<file path="src/agpfe_pkg.sv">
// package: constants and types for the graphics-port front end
package agpfe_pkg;
    // command codes on the command/byte-enable lines
    localparam logic [3:0] CMD_RD_LO = 4'h0;
    localparam logic [3:0] CMD_RD_HI = 4'h1;
    localparam logic [3:0] CMD_WR_LO = 4'h4;
    localparam logic [3:0] CMD_WR_HI = 4'h5;
    localparam logic [3:0] CMD_LRD_LO = 4'h8;
    localparam logic [3:0] CMD_LRD_HI = 4'h9;
    localparam logic [3:0] CMD_FLUSH = 4'hA;
    localparam logic [3:0] CMD_FENCE = 4'hC;
    // data-rate encodings
    localparam logic [1:0] RATE_1X = 2'h0;
    localparam logic [1:0] RATE_2X = 2'h1;
    localparam logic [1:0] RATE_4X = 2'h2;
    localparam logic [1:0] RATE_PCI66 = 2'h3;
    // latency limits in port clocks
    localparam int LAT_PCI66_CLKS = 16;
    localparam int LAT_NORMAL_CLKS = 8;
    localparam int LAT_W = 5;
    // request sources
    localparam logic [1:0] SRC_FRAME = 2'h0;
    localparam logic [1:0] SRC_PIPE = 2'h1;
    localparam logic [1:0] SRC_SBA = 2'h2;
    // decoded command classes
    typedef enum logic [3:0] {
        AGPFE_K_READ = 4'h0,
        AGPFE_K_WRITE = 4'h1,
        AGPFE_K_FLUSH = 4'h2,
        AGPFE_K_FENCE = 4'h3,
        AGPFE_K_BAD = 4'hF
    } agpfe_kind_e;
    // request as seen on the link
    typedef struct packed {
        logic [1:0] src;
        logic [3:0] cmd;
        logic [31:0] addr;
        logic to_mem;
    } agpfe_req_s;
    // decoded request handed to the core
    typedef struct packed {
        agpfe_kind_e kind;
        logic hi_pri;
        logic long_rd;
        logic snoop;
        logic [31:0] addr;
    } agpfe_dec_s;
endpackage

</file>
<file path="src/agpfe_top.sv">
// graphics-port front end: strap capture, command decode, pci-66 limits
//
// Functional notes
// - power-good latches parity/add-detect pin into port select; 0 picks video output.
// - power-good latches live gen-3 detect into gen-3 strap bit.
// - gen-3 detect of 1 forces port select to 1.
// - gen-3 detect is reference comparator output: below 0.55 V means gen-3.
// - weak pull-up on parity pin enabled while detect shows non-gen-3.
// - parity/add-detect pin value is ignored when gen-3 detect is 1.
// - device never initiates enhanced cycles; target to main memory only.
// - enhanced and pci-semantic requests may interleave on the port.
// - gen-2 command decode: reads, writes, long reads, flush, fence.
// - gen-3 command decode: async read, async write, flush, fence.
// - high-priority requests skip address conflict checks.
// - pipe and sideband requests snoop global write buffer; frame ones do not.
// - 1X, 4X and pci-66 rates supported; 2X never.
// - pci-66 use bridges only hub-to-port memory writes.
// - pci-66 use supports no locked transactions.
// - pci-66 use has no system or parity error signalling.
// - pci-66 subsequent-data latency limit is 16 clocks, not 8.
// - captured straps stay fixed until next power cycle.
`timescale 1ns/1ps
`default_nettype none
module agpfe_top
    import agpfe_pkg::*;
(
    input wire logic I_CLK_SYS,
    input wire logic I_RST,
    input wire logic I_CLK_PORT,
    input wire logic I_RST_PORT,
    input wire logic I_POWER_GOOD,
    input wire logic I_PARITY_ADDCARD_SENSE_PIN,
    input wire logic I_REF_BELOW_THRESHOLD,
    input wire logic [1:0] I_RATE_REQ,
    input wire logic I_PCI66_MODE,
    input wire logic I_REQ_VALID,
    input wire agpfe_req_s I_REQ,
    input wire logic I_HUB_VALID,
    input wire logic I_HUB_IS_MEM_WR,
    input wire logic I_HUB_LOCK,
    input wire logic I_DATA_PHASE,
    output logic O_PARITY_PULLUP_EN,
    output logic O_PORT_SELECT_STRAP,
    output logic O_GEN3_DETECT_STRAP,
    output logic O_STRAPS_VALID,
    output logic O_DEC_VALID,
    output agpfe_dec_s O_DEC,
    output logic O_DEC_DROPPED,
    output logic O_INITIATE_ENH,
    output logic O_RATE_OK,
    output logic O_HUB_FWD,
    output logic O_LOCK_ACCEPT,
    output logic O_ERR_SIGNAL,
    output logic O_LATENCY_EXPIRED
);
    typedef enum logic [2:0] {
        ST_WAIT = 3'h1,
        ST_CAPT = 3'h2,
        ST_HELD = 3'h4
    } agpfe_st_e;

    // port-domain copies of the pins (two flops each)
    logic pg_s, par_s, det_s;
    agpfe_sync #(.W(3)) u_pin_sync (
        .i_clk(I_CLK_PORT),
        .i_rst(I_RST_PORT),
        .i_d({I_POWER_GOOD, I_PARITY_ADDCARD_SENSE_PIN, I_REF_BELOW_THRESHOLD}),
        .o_q({pg_s, par_s, det_s})
    );

    // gen-3 detect is the comparator output itself
    logic gen3_live;
    assign gen3_live = det_s;

    agpfe_st_e st_q;
    logic sel_q, g3_q;

    // capture sequencer: one-shot on power-good, reopened only by a port reset
    always_ff @(posedge I_CLK_PORT) begin
        if (I_RST_PORT) begin
            st_q <= ST_WAIT;
        end else begin
            case (st_q)
                ST_WAIT: if (pg_s) st_q <= ST_CAPT;
                ST_CAPT: st_q <= ST_HELD;
                ST_HELD: st_q <= ST_HELD;
                default: st_q <= ST_WAIT;
            endcase
        end
    end

    // strap latch; gen-3 forces graphics port personality
    always_ff @(posedge I_CLK_PORT) begin
        if (I_RST_PORT) begin
            sel_q <= 1'h0;
            g3_q <= 1'h0;
        end else if (st_q == ST_CAPT) begin
            sel_q <= par_s | gen3_live;
            g3_q <= gen3_live;
        end
    end

    // pull-up follows the live detect, before and after capture
    logic pu_q;
    always_ff @(posedge I_CLK_PORT) begin
        if (I_RST_PORT) pu_q <= 1'h1;
        else pu_q <= ~gen3_live;
    end

    // gen-3 mode only meaningful with graphics port selected
    logic gen3_mode, held;
    assign held = (st_q == ST_HELD);
    assign gen3_mode = held & sel_q & g3_q;

    // decode one command for the active generation
    function automatic agpfe_kind_e decode_cmd(input logic [3:0] c, input logic g3);
        agpfe_kind_e k;
        k = AGPFE_K_BAD;
        case (c)
            CMD_RD_LO: k = AGPFE_K_READ;
            CMD_WR_LO: k = AGPFE_K_WRITE;
            CMD_FLUSH: k = AGPFE_K_FLUSH;
            CMD_FENCE: k = AGPFE_K_FENCE;
            CMD_RD_HI, CMD_LRD_LO, CMD_LRD_HI: k = g3 ? AGPFE_K_BAD : AGPFE_K_READ;
            CMD_WR_HI: k = g3 ? AGPFE_K_BAD : AGPFE_K_WRITE;
            default: k = AGPFE_K_BAD;
        endcase
        return k;
    endfunction

    // frame requests are pci-semantic and may sit among enhanced ones
    agpfe_kind_e kind;
    logic take, drop;
    assign kind = decode_cmd(I_REQ.cmd, gen3_mode);
    assign take = I_REQ_VALID & held & sel_q & I_REQ.to_mem
                  & (kind != AGPFE_K_BAD);
    assign drop = I_REQ_VALID & ~take;

    // registered decoded request; high priority carries no conflict check
    always_ff @(posedge I_CLK_PORT) begin
        if (I_RST_PORT) begin
            O_DEC_VALID <= 1'b0;
            O_DEC <= '0;
            O_DEC_DROPPED <= 1'b0;
        end else begin
            O_DEC_VALID <= take;
            O_DEC_DROPPED <= drop;
            if (take) begin
                O_DEC.kind <= kind;
                O_DEC.hi_pri <= ~gen3_mode & ((I_REQ.cmd == CMD_RD_HI) |
                    (I_REQ.cmd == CMD_WR_HI) | (I_REQ.cmd == CMD_LRD_HI));
                O_DEC.long_rd <= ~gen3_mode & ((I_REQ.cmd == CMD_LRD_LO) |
                    (I_REQ.cmd == CMD_LRD_HI));
                O_DEC.snoop <= (I_REQ.src != SRC_FRAME);
                O_DEC.addr <= I_REQ.addr;
            end
        end
    end

    // subsequent-data latency counter, limit set by pci-66 use
    logic [LAT_W-1:0] lat_q;
    logic [LAT_W-1:0] lat_lim;
    assign lat_lim = I_PCI66_MODE ? LAT_W'(LAT_PCI66_CLKS)
                                  : LAT_W'(LAT_NORMAL_CLKS);
    always_ff @(posedge I_CLK_PORT) begin
        if (I_RST_PORT | I_DATA_PHASE) lat_q <= '0;
        else if (lat_q != lat_lim) lat_q <= lat_q + LAT_W'(1);
    end
    always_ff @(posedge I_CLK_PORT) begin
        if (I_RST_PORT) O_LATENCY_EXPIRED <= 1'b0;
        else O_LATENCY_EXPIRED <= ~I_DATA_PHASE & (lat_q == lat_lim - LAT_W'(1));
    end

    // rate check, hub bridging and the absent lock/error paths
    always_ff @(posedge I_CLK_PORT) begin
        if (I_RST_PORT) begin
            O_RATE_OK <= 1'h0;
            O_HUB_FWD <= 1'h0;
            O_LOCK_ACCEPT <= 1'h0;
            O_ERR_SIGNAL <= 1'h0;
            O_INITIATE_ENH <= 1'h0;
        end else begin
            O_RATE_OK <= (I_RATE_REQ != RATE_2X);
            O_HUB_FWD <= I_HUB_VALID & (~I_PCI66_MODE | I_HUB_IS_MEM_WR)
                         & ~I_HUB_LOCK;
            O_LOCK_ACCEPT <= 1'h0;
            O_ERR_SIGNAL <= 1'h0;
            O_INITIATE_ENH <= 1'h0;
        end
    end

    // strap outputs
    always_ff @(posedge I_CLK_PORT) begin
        if (I_RST_PORT) begin
            O_PORT_SELECT_STRAP <= 1'h0;
            O_GEN3_DETECT_STRAP <= 1'h0;
            O_STRAPS_VALID <= 1'h0;
            O_PARITY_PULLUP_EN <= 1'h1;
        end else begin
            O_PORT_SELECT_STRAP <= sel_q;
            O_GEN3_DETECT_STRAP <= g3_q;
            O_STRAPS_VALID <= held;
            O_PARITY_PULLUP_EN <= pu_q;
        end
    end

    // system-clock side sees only the settled valid flag, via two flops
    logic sv_sys;
    agpfe_sync #(.W(1)) u_valid_sync (
        .i_clk(I_CLK_SYS),
        .i_rst(I_RST),
        .i_d(O_STRAPS_VALID),
        .o_q(sv_sys)
    );
endmodule
`default_nettype wire

</file>
<file path="src/agpfe_sync.sv">
// two-flop level synchroniser, width parameterised
`timescale 1ns/1ps
`default_nettype none
module agpfe_sync #(
    parameter int W = 1
) (
    input wire logic i_clk,
    input wire logic i_rst,
    input wire logic [W-1:0] i_d,
    output logic [W-1:0] o_q
);
    logic [W-1:0] meta_q;
    // first stage feeds only the second
    always_ff @(posedge i_clk) begin
        if (i_rst) begin
            meta_q <= '0;
            o_q <= '0;
        end else begin
            meta_q <= i_d;
            o_q <= meta_q;
        end
    end
endmodule
`default_nettype wire

</file>
<file path="config.mk">
export PLATFORM = sky130hd
export DESIGN_NAME = agpfe_top
export DESIGN_NICKNAME = d
export VERILOG_FILES = /design/src/agpfe_pkg.sv /design/src/agpfe_top.sv /design/src/agpfe_sync.sv
export SDC_FILE = /design/constraint.sdc
export NUM_CORES = 1
export LEC_CHECK = 0
export BUFFER_PORTS_ARGS = -buffer_cell sky130_fd_sc_hd__buf_2
export CORE_MARGIN = 2
export CORE_UTILIZATION = 29
export CTS_CLUSTER_DIAMETER = 60
export DETAILED_ROUTE_END_ITERATION = 16
export SLEW_MARGIN = 20
export SYNTH_ARGS = -nofsm -noshare
export SYNTH_HDL_FRONTEND = slang
export SYNTH_SLANG_ARGS = --single-unit
</file>
<file path="constraint.sdc">
create_clock -name I_CLK_PORT -period 2.6 [get_ports I_CLK_PORT]
set_input_delay 0.13 -clock I_CLK_PORT [delete_from_list [all_inputs] [get_ports I_CLK_PORT]]
set_output_delay 0.13 -clock I_CLK_PORT [all_outputs]
set_load 0.02 [all_outputs]
</file>
======== After elaboration in Yosys (flattened, before gate mapping) ========
Cells that the tools add are included.
operators by class
  $add $sub $neg .......................... 2
  equal/unequal tests ..................... 15
  mux-type cells .......................... 6
  bitwise logic cells ..................... 24
  reductions and logical operators ........ 4
operator list
  kind                                                    number
  case mux 4 bit (6 select lines)                         1
  equality test 4 bit (second input constant)             4
  AND 1 bit                                               12
  equality test 4 x 3 -> 1 bit (second input constant)    2
  two-way mux 4 bit                                       2
  inverter 1 bit                                          6
  OR 1 bit                                                6
  case mux 3 bit (2 select lines)                         1
  adder 5 x 1 -> 5 bit (second input constant)            1
  equality test 5 bit                                     1
  two-way mux 5 bit                                       1
  inequality test 5 bit                                   1
  subtractor 5 x 1 -> 5 bit (second input constant)       1
  equality test 4 x 1 -> 1 bit (second input constant)    1
  zero test 4 bit                                         1
  inequality test 2 x 1 -> 1 bit (second input constant)  2
  inequality test 4 bit (second input constant)           1
  equality test 3 x 1 -> 1 bit (second input constant)    1
  equality test 3 x 2 -> 1 bit (second input constant)    1
  equality test 3 bit (second input constant)             1
  two-way mux 3 bit                                       1
  OR reduction 3 bit                                      1
  nonzero test 2 bit                                      1
  OR reduction 2 bit                                      1
storage, ports and cells
  flip-flop bits (word level) ............. 65
  input port bits ......................... 54
  logic and storage cells ................. 72

======== Logic depth before layout (Yosys ltp) ========
  depth in word-level cells ............... 9
  depth in mapped cells ................... 7

======== By module ========
From an unflattened synthesis, not the netlist that was laid out.
unflattened totals
  cells, all modules ...................... 280
  area, all modules ....................... 2827.7 um^2
modules (own cells, without submodules)
  module      instances  cells an instance  area an instance (um^2)  sequential area each (um^2)
  agpfe_top   1          268                2670.1                   1161.1
  agpfe_sync  1          12                 157.7                    120.1

======== Least setup slack after synthesis ========
OpenSTA, ideal clock, no wires.
  kind .................................... flip-flop to flip-flop
  from .................................... reg st_q[1]
  to ...................................... reg O_DEC[33] in the netlist's numbering
  setup time .............................. 0.121 ns
  arrival time ............................ 1.530 ns
  slack ................................... 0.949 ns
  cell stages (with the launch flop) ...... 5
  buffers on the path ..................... 0
  period minus slack after synthesis ...... 1.651 ns
  cell sequence ........................... dfxtp_1 -> and4bb_4 -> nand3_2 -> nor3_4 -> mux2_4
on the way
  cells in the longest elaborated chain, start to end .. 7
  elaborated cells between the ends (all ways) .. 13
  those cells by class .................... eq/ne (2); mux (3); bitwise (8)
ends and longest elaborated chain
  what                                  RTL line                            RTL
  from (decl)                           agpfe_top.sv:75                     agpfe_st_e st_q;
  from (signal assigned)                agpfe_top.sv:81                     st_q <= ST_WAIT;
  from (signal assigned)                agpfe_top.sv:84                     ST_WAIT: if (pg_s) st_q <= ST_CAPT;
  from (signal assigned)                agpfe_top.sv:85                     ST_CAPT: st_q <= ST_HELD;
  equality test 3 bit *                 agpfe_top.sv:112                    assign held = (st_q == ST_HELD);
  AND 1 bit (2 in a row)                agpfe_top.sv:113                    assign gen3_mode = held & sel_q & g3_q;
  two-way mux 4 bit (on tied branches)  agpfe_top.sv:124, agpfe_top.sv:125
  case mux 4 bit (6 select lines)       agpfe_top.sv:119                    case (c)
  inequality test 4 bit                 agpfe_top.sv:136                    & (kind != AGPFE_K_BAD);
  AND 1 bit                             agpfe_top.sv:136
  to (decl)                             agpfe_top.sv:47                     output agpfe_dec_s O_DEC,
Every way passes the cells marked *; elsewhere a longest branch is shown, timed or not.
A chain may end at the register's enable or synchronous reset.

======== Worst setup path after layout ========
  from .................................... reg st_q[1]
  to ...................................... reg O_DEC[36] in the netlist's numbering
Same word-level chain as after synthesis.

==> flow_metrics.py <==
metrics = {
    "logic_synthesis": {
        "syn_inst": 285,
        "ys.flop_type": "dfxtp_1",
        "async_flop_share_pct": 0,
        "syn_avg_cell_area_um2": 9.79,
        "ys_types": 43,
        "synth-edff-count": 0,
        "ys_seq_area_share_pct": 45.9,
        "synth_seq_cells": 64,
        "netlist_area_mm2": 0.00279,
        "yosys_warnings": 0,
    },
    "global_route": {
        "grt_max_degree": 34,
        "antenna_found_initial": 0,
        "grt_pass1_wl_um": 11500,
        "grt.overflow.total": 0,
        "grt_usage_pct": 14.2,
        "grt_pass1_vias": 2414,
    },
    "cts": {
        "cts_buffers": 9,
        "cts_max_level": 3,
        "clk_pin_slew_ps": 70,
        "cts_tree": "done",
        "cts_buffer_depth": 2,
        "clockRootBuffer": "clkbuf_8",
        "cts.sinks": 64,
        "clock_latency_ps": 340,
    },
    "sta": {
        "fin_crit_sh_pct": 67.0,
        "fin_tns_setup_ps": 0,
        "rsz0062_at_grt": "no",
        "fin_crit_ps": 1740,
        "drv_slew": 0,
        "worst_slew_pin_slew_ps": 617,
        "max_freq_mhz": 574,
        "slew_headroom_pct": 58.9,
        "setup_viol": 0,
        "finalHoldViolations": 0,
        "fin_skew_ps": 7.22,
    },
    "finish": {
        "final_nets": 436,
        "syn_to_final_growth_pct": 30.0,
        "final_cell_mix": "99 x buf_2, 64 x dfxtp_1, 35 x a21oi_1, 32 x o31ai_1, 30 x o211ai_1",
        "antenna_cells": 0,
        "drive_gt1_share_pct": 36.6,
        "final_common_cell": "buf_2",
        "final_area_mm2": 0.00363,
    },
    "detailed_routing": {
        "routed_wl_um": 7190,
        "antenna_left": 0,
        "drc_errors": 0,
        "vias_per_cell": 4.78,
        "vias": 2458,
        "drt_iter0_drc": 66,
        "wl_per_cell_um": 14.0,
        "dr.pass1.iters": 4,
    },
    "setup_path": {
        "crit_fanout": 7,
        "start_kind": "register",
        "arrival_ps": 1970,
        "end_kind": "register",
        "worstSetupPathType": "register to register",
        "required_ps": 2830,
    },
    "floorplan": {
        "dieArea_mm2": 0.0104,
        "die_y_um": 102,
        "num_rows": 35,
        "io_pins": 105,
        "core_area_mm2": 0.00928,
        "dieWidth_um": 102,
        "initial_core_util_pct": 30.1,
    },
    "power_and_ir_drop": {
        "ir_worst_vdd_mv": 0.273,
        "cellLeakagePower_nw": 1.50,
        "powerDensity_mw_per_mm2": 579,
    },
    "flow_run": {
        "maxCapViolations": 0,
    },
    "place": {
        "place_area_mm2": 0.00336,
        "routabilityCongestion": 0.804,
        "place_hpwl_um": 4810,
        "io_buffers": 99,
    },
    "hold_path": {
        "min_path_type": "input pin to register",
    },
    "outcome": {
        "status": "complete, no violations",
    },
}
path summary, 6_finish.rpt:
| kind | end | slack, ps | depth (start not counted) | startpoint |
|---|---|---|---|---|
| max | O_DEC[36] | 860 | 4 | st_q[1] |
| min | O_RATE_OK | 30 | 3 | I_RATE_REQ[1] |
| max reg2reg | O_DEC[36] | 860 | 4 | st_q[1] |
| min reg2reg | pu_q | 410 | 1 | u_pin_sync.o_q[0] |
power by group:
part	leakage, nW	total [mW]	switching, mW	internal (mW)
logic	0.873	0.159	0.0986	0.0605
registers	0.518	0.994	0.00416	0.990
clock network	0.112	0.949	0.388	0.561
total	1.50	2.10	0.491	1.61
stage by stage:
step / cells / hold WS (ps) / power (mW) / util, % / setup slack (ps)
final: 514 / 28.4 / 2.10 / 39.1 / 857
after global routing: 514 / 20.6 / 2.20 / 39.1 / 705
after CTS: 514 / 9.89 / 2.14 / 39.1 / 843
after detailed placement: 493 / 299 / 1.17 / 36.2 / 850
after global placement: 493 / 296 / 1.17 / 36.2 / 873
after floorplan: 287 / 209 / 1.11 / - / 949
cells in the mapped netlist, types with 5 or more instances:
master | n | area share (%)
buf_2 | 11 | 2.0
o31ai_1 | 32 | 8.6
o211ai_1 | 30 | 8.1
a21oi_1 | 35 | 6.3
buf_4 | 5 | 1.3
inv_1 | 7 | 0.94
nor2b_1 | 13 | 2.9
dfxtp_1 | 64 | 46
clkbuf_1 | 13 | 1.7
nor2_1 | 11 | 1.5
worst max-delay path, cell delays in order (launching register included):
cell and delay (ps):
dfxtp_1 350, and4bb_4 440, nand3_2 130, nor3_4 390
mux2_4 330
registers in the layout, indices dropped and copies added (netlist names):
register / flops
pu_q: 1
O_DEC_VALID: 1
O_STRAPS_VALID: 1
u_pin_sync.o_q: 3
O_RATE_OK: 1
O_DEC_DROPPED: 1
sel_q: 1
st_q: 3
O_GEN3_DETECT_STRAP: 1
u_pin_sync.meta_q: 3
O_HUB_FWD: 1
O_PARITY_PULLUP_EN: 1
O_DEC: 38
O_PORT_SELECT_STRAP: 1
O_LATENCY_EXPIRED: 1
g3_q: 1
lat_q: 5
logic make-up after synthesis:
logic type	Yosys count	synth area share, %
AOI/OAI and AO/OA	109	28.2
DFF	64	45.9
and+or+nand+nor	56	12.4
buffers and inverters	40	7.75
xor gates and xnor gates	8	2.51
muxes	5	2.15
adders and majority gates	2	0.896
other	1	0.134
timing repair:
action / CTS / global route
gates resized for setup: 0 / 0
setup buffers: 0 / 0
hold buffers: 5 / 0
hold endpoints to repair: 5 / 0
metal layers:
layer	vias up	track usage (%)	part of all wire, %
li1	1234	-	-
met3	10	5.40	7.5
met4	0	4.92	1.3
met2	70	23.5	46
met5	-	0	0
met1	1144	16.8	45
final cells by class:
| class | instances | area, um2 |
|---|---|---|
| Clock inverter | 6 | 82.6 |
| Sequential cell | 64 | 1280 |
| Inverter | 7 | 26.3 |
| Clock buffer | 10 | 138 |
| Tap cell | 129 | 161 |
| Fill cell | 961 | 5650 |
| Timing Repair Buffer | 115 | 628 |
| Multi-Input combinational cell | 183 | 1310 |
No activity file was read; power rests on OpenSTA's default activity.
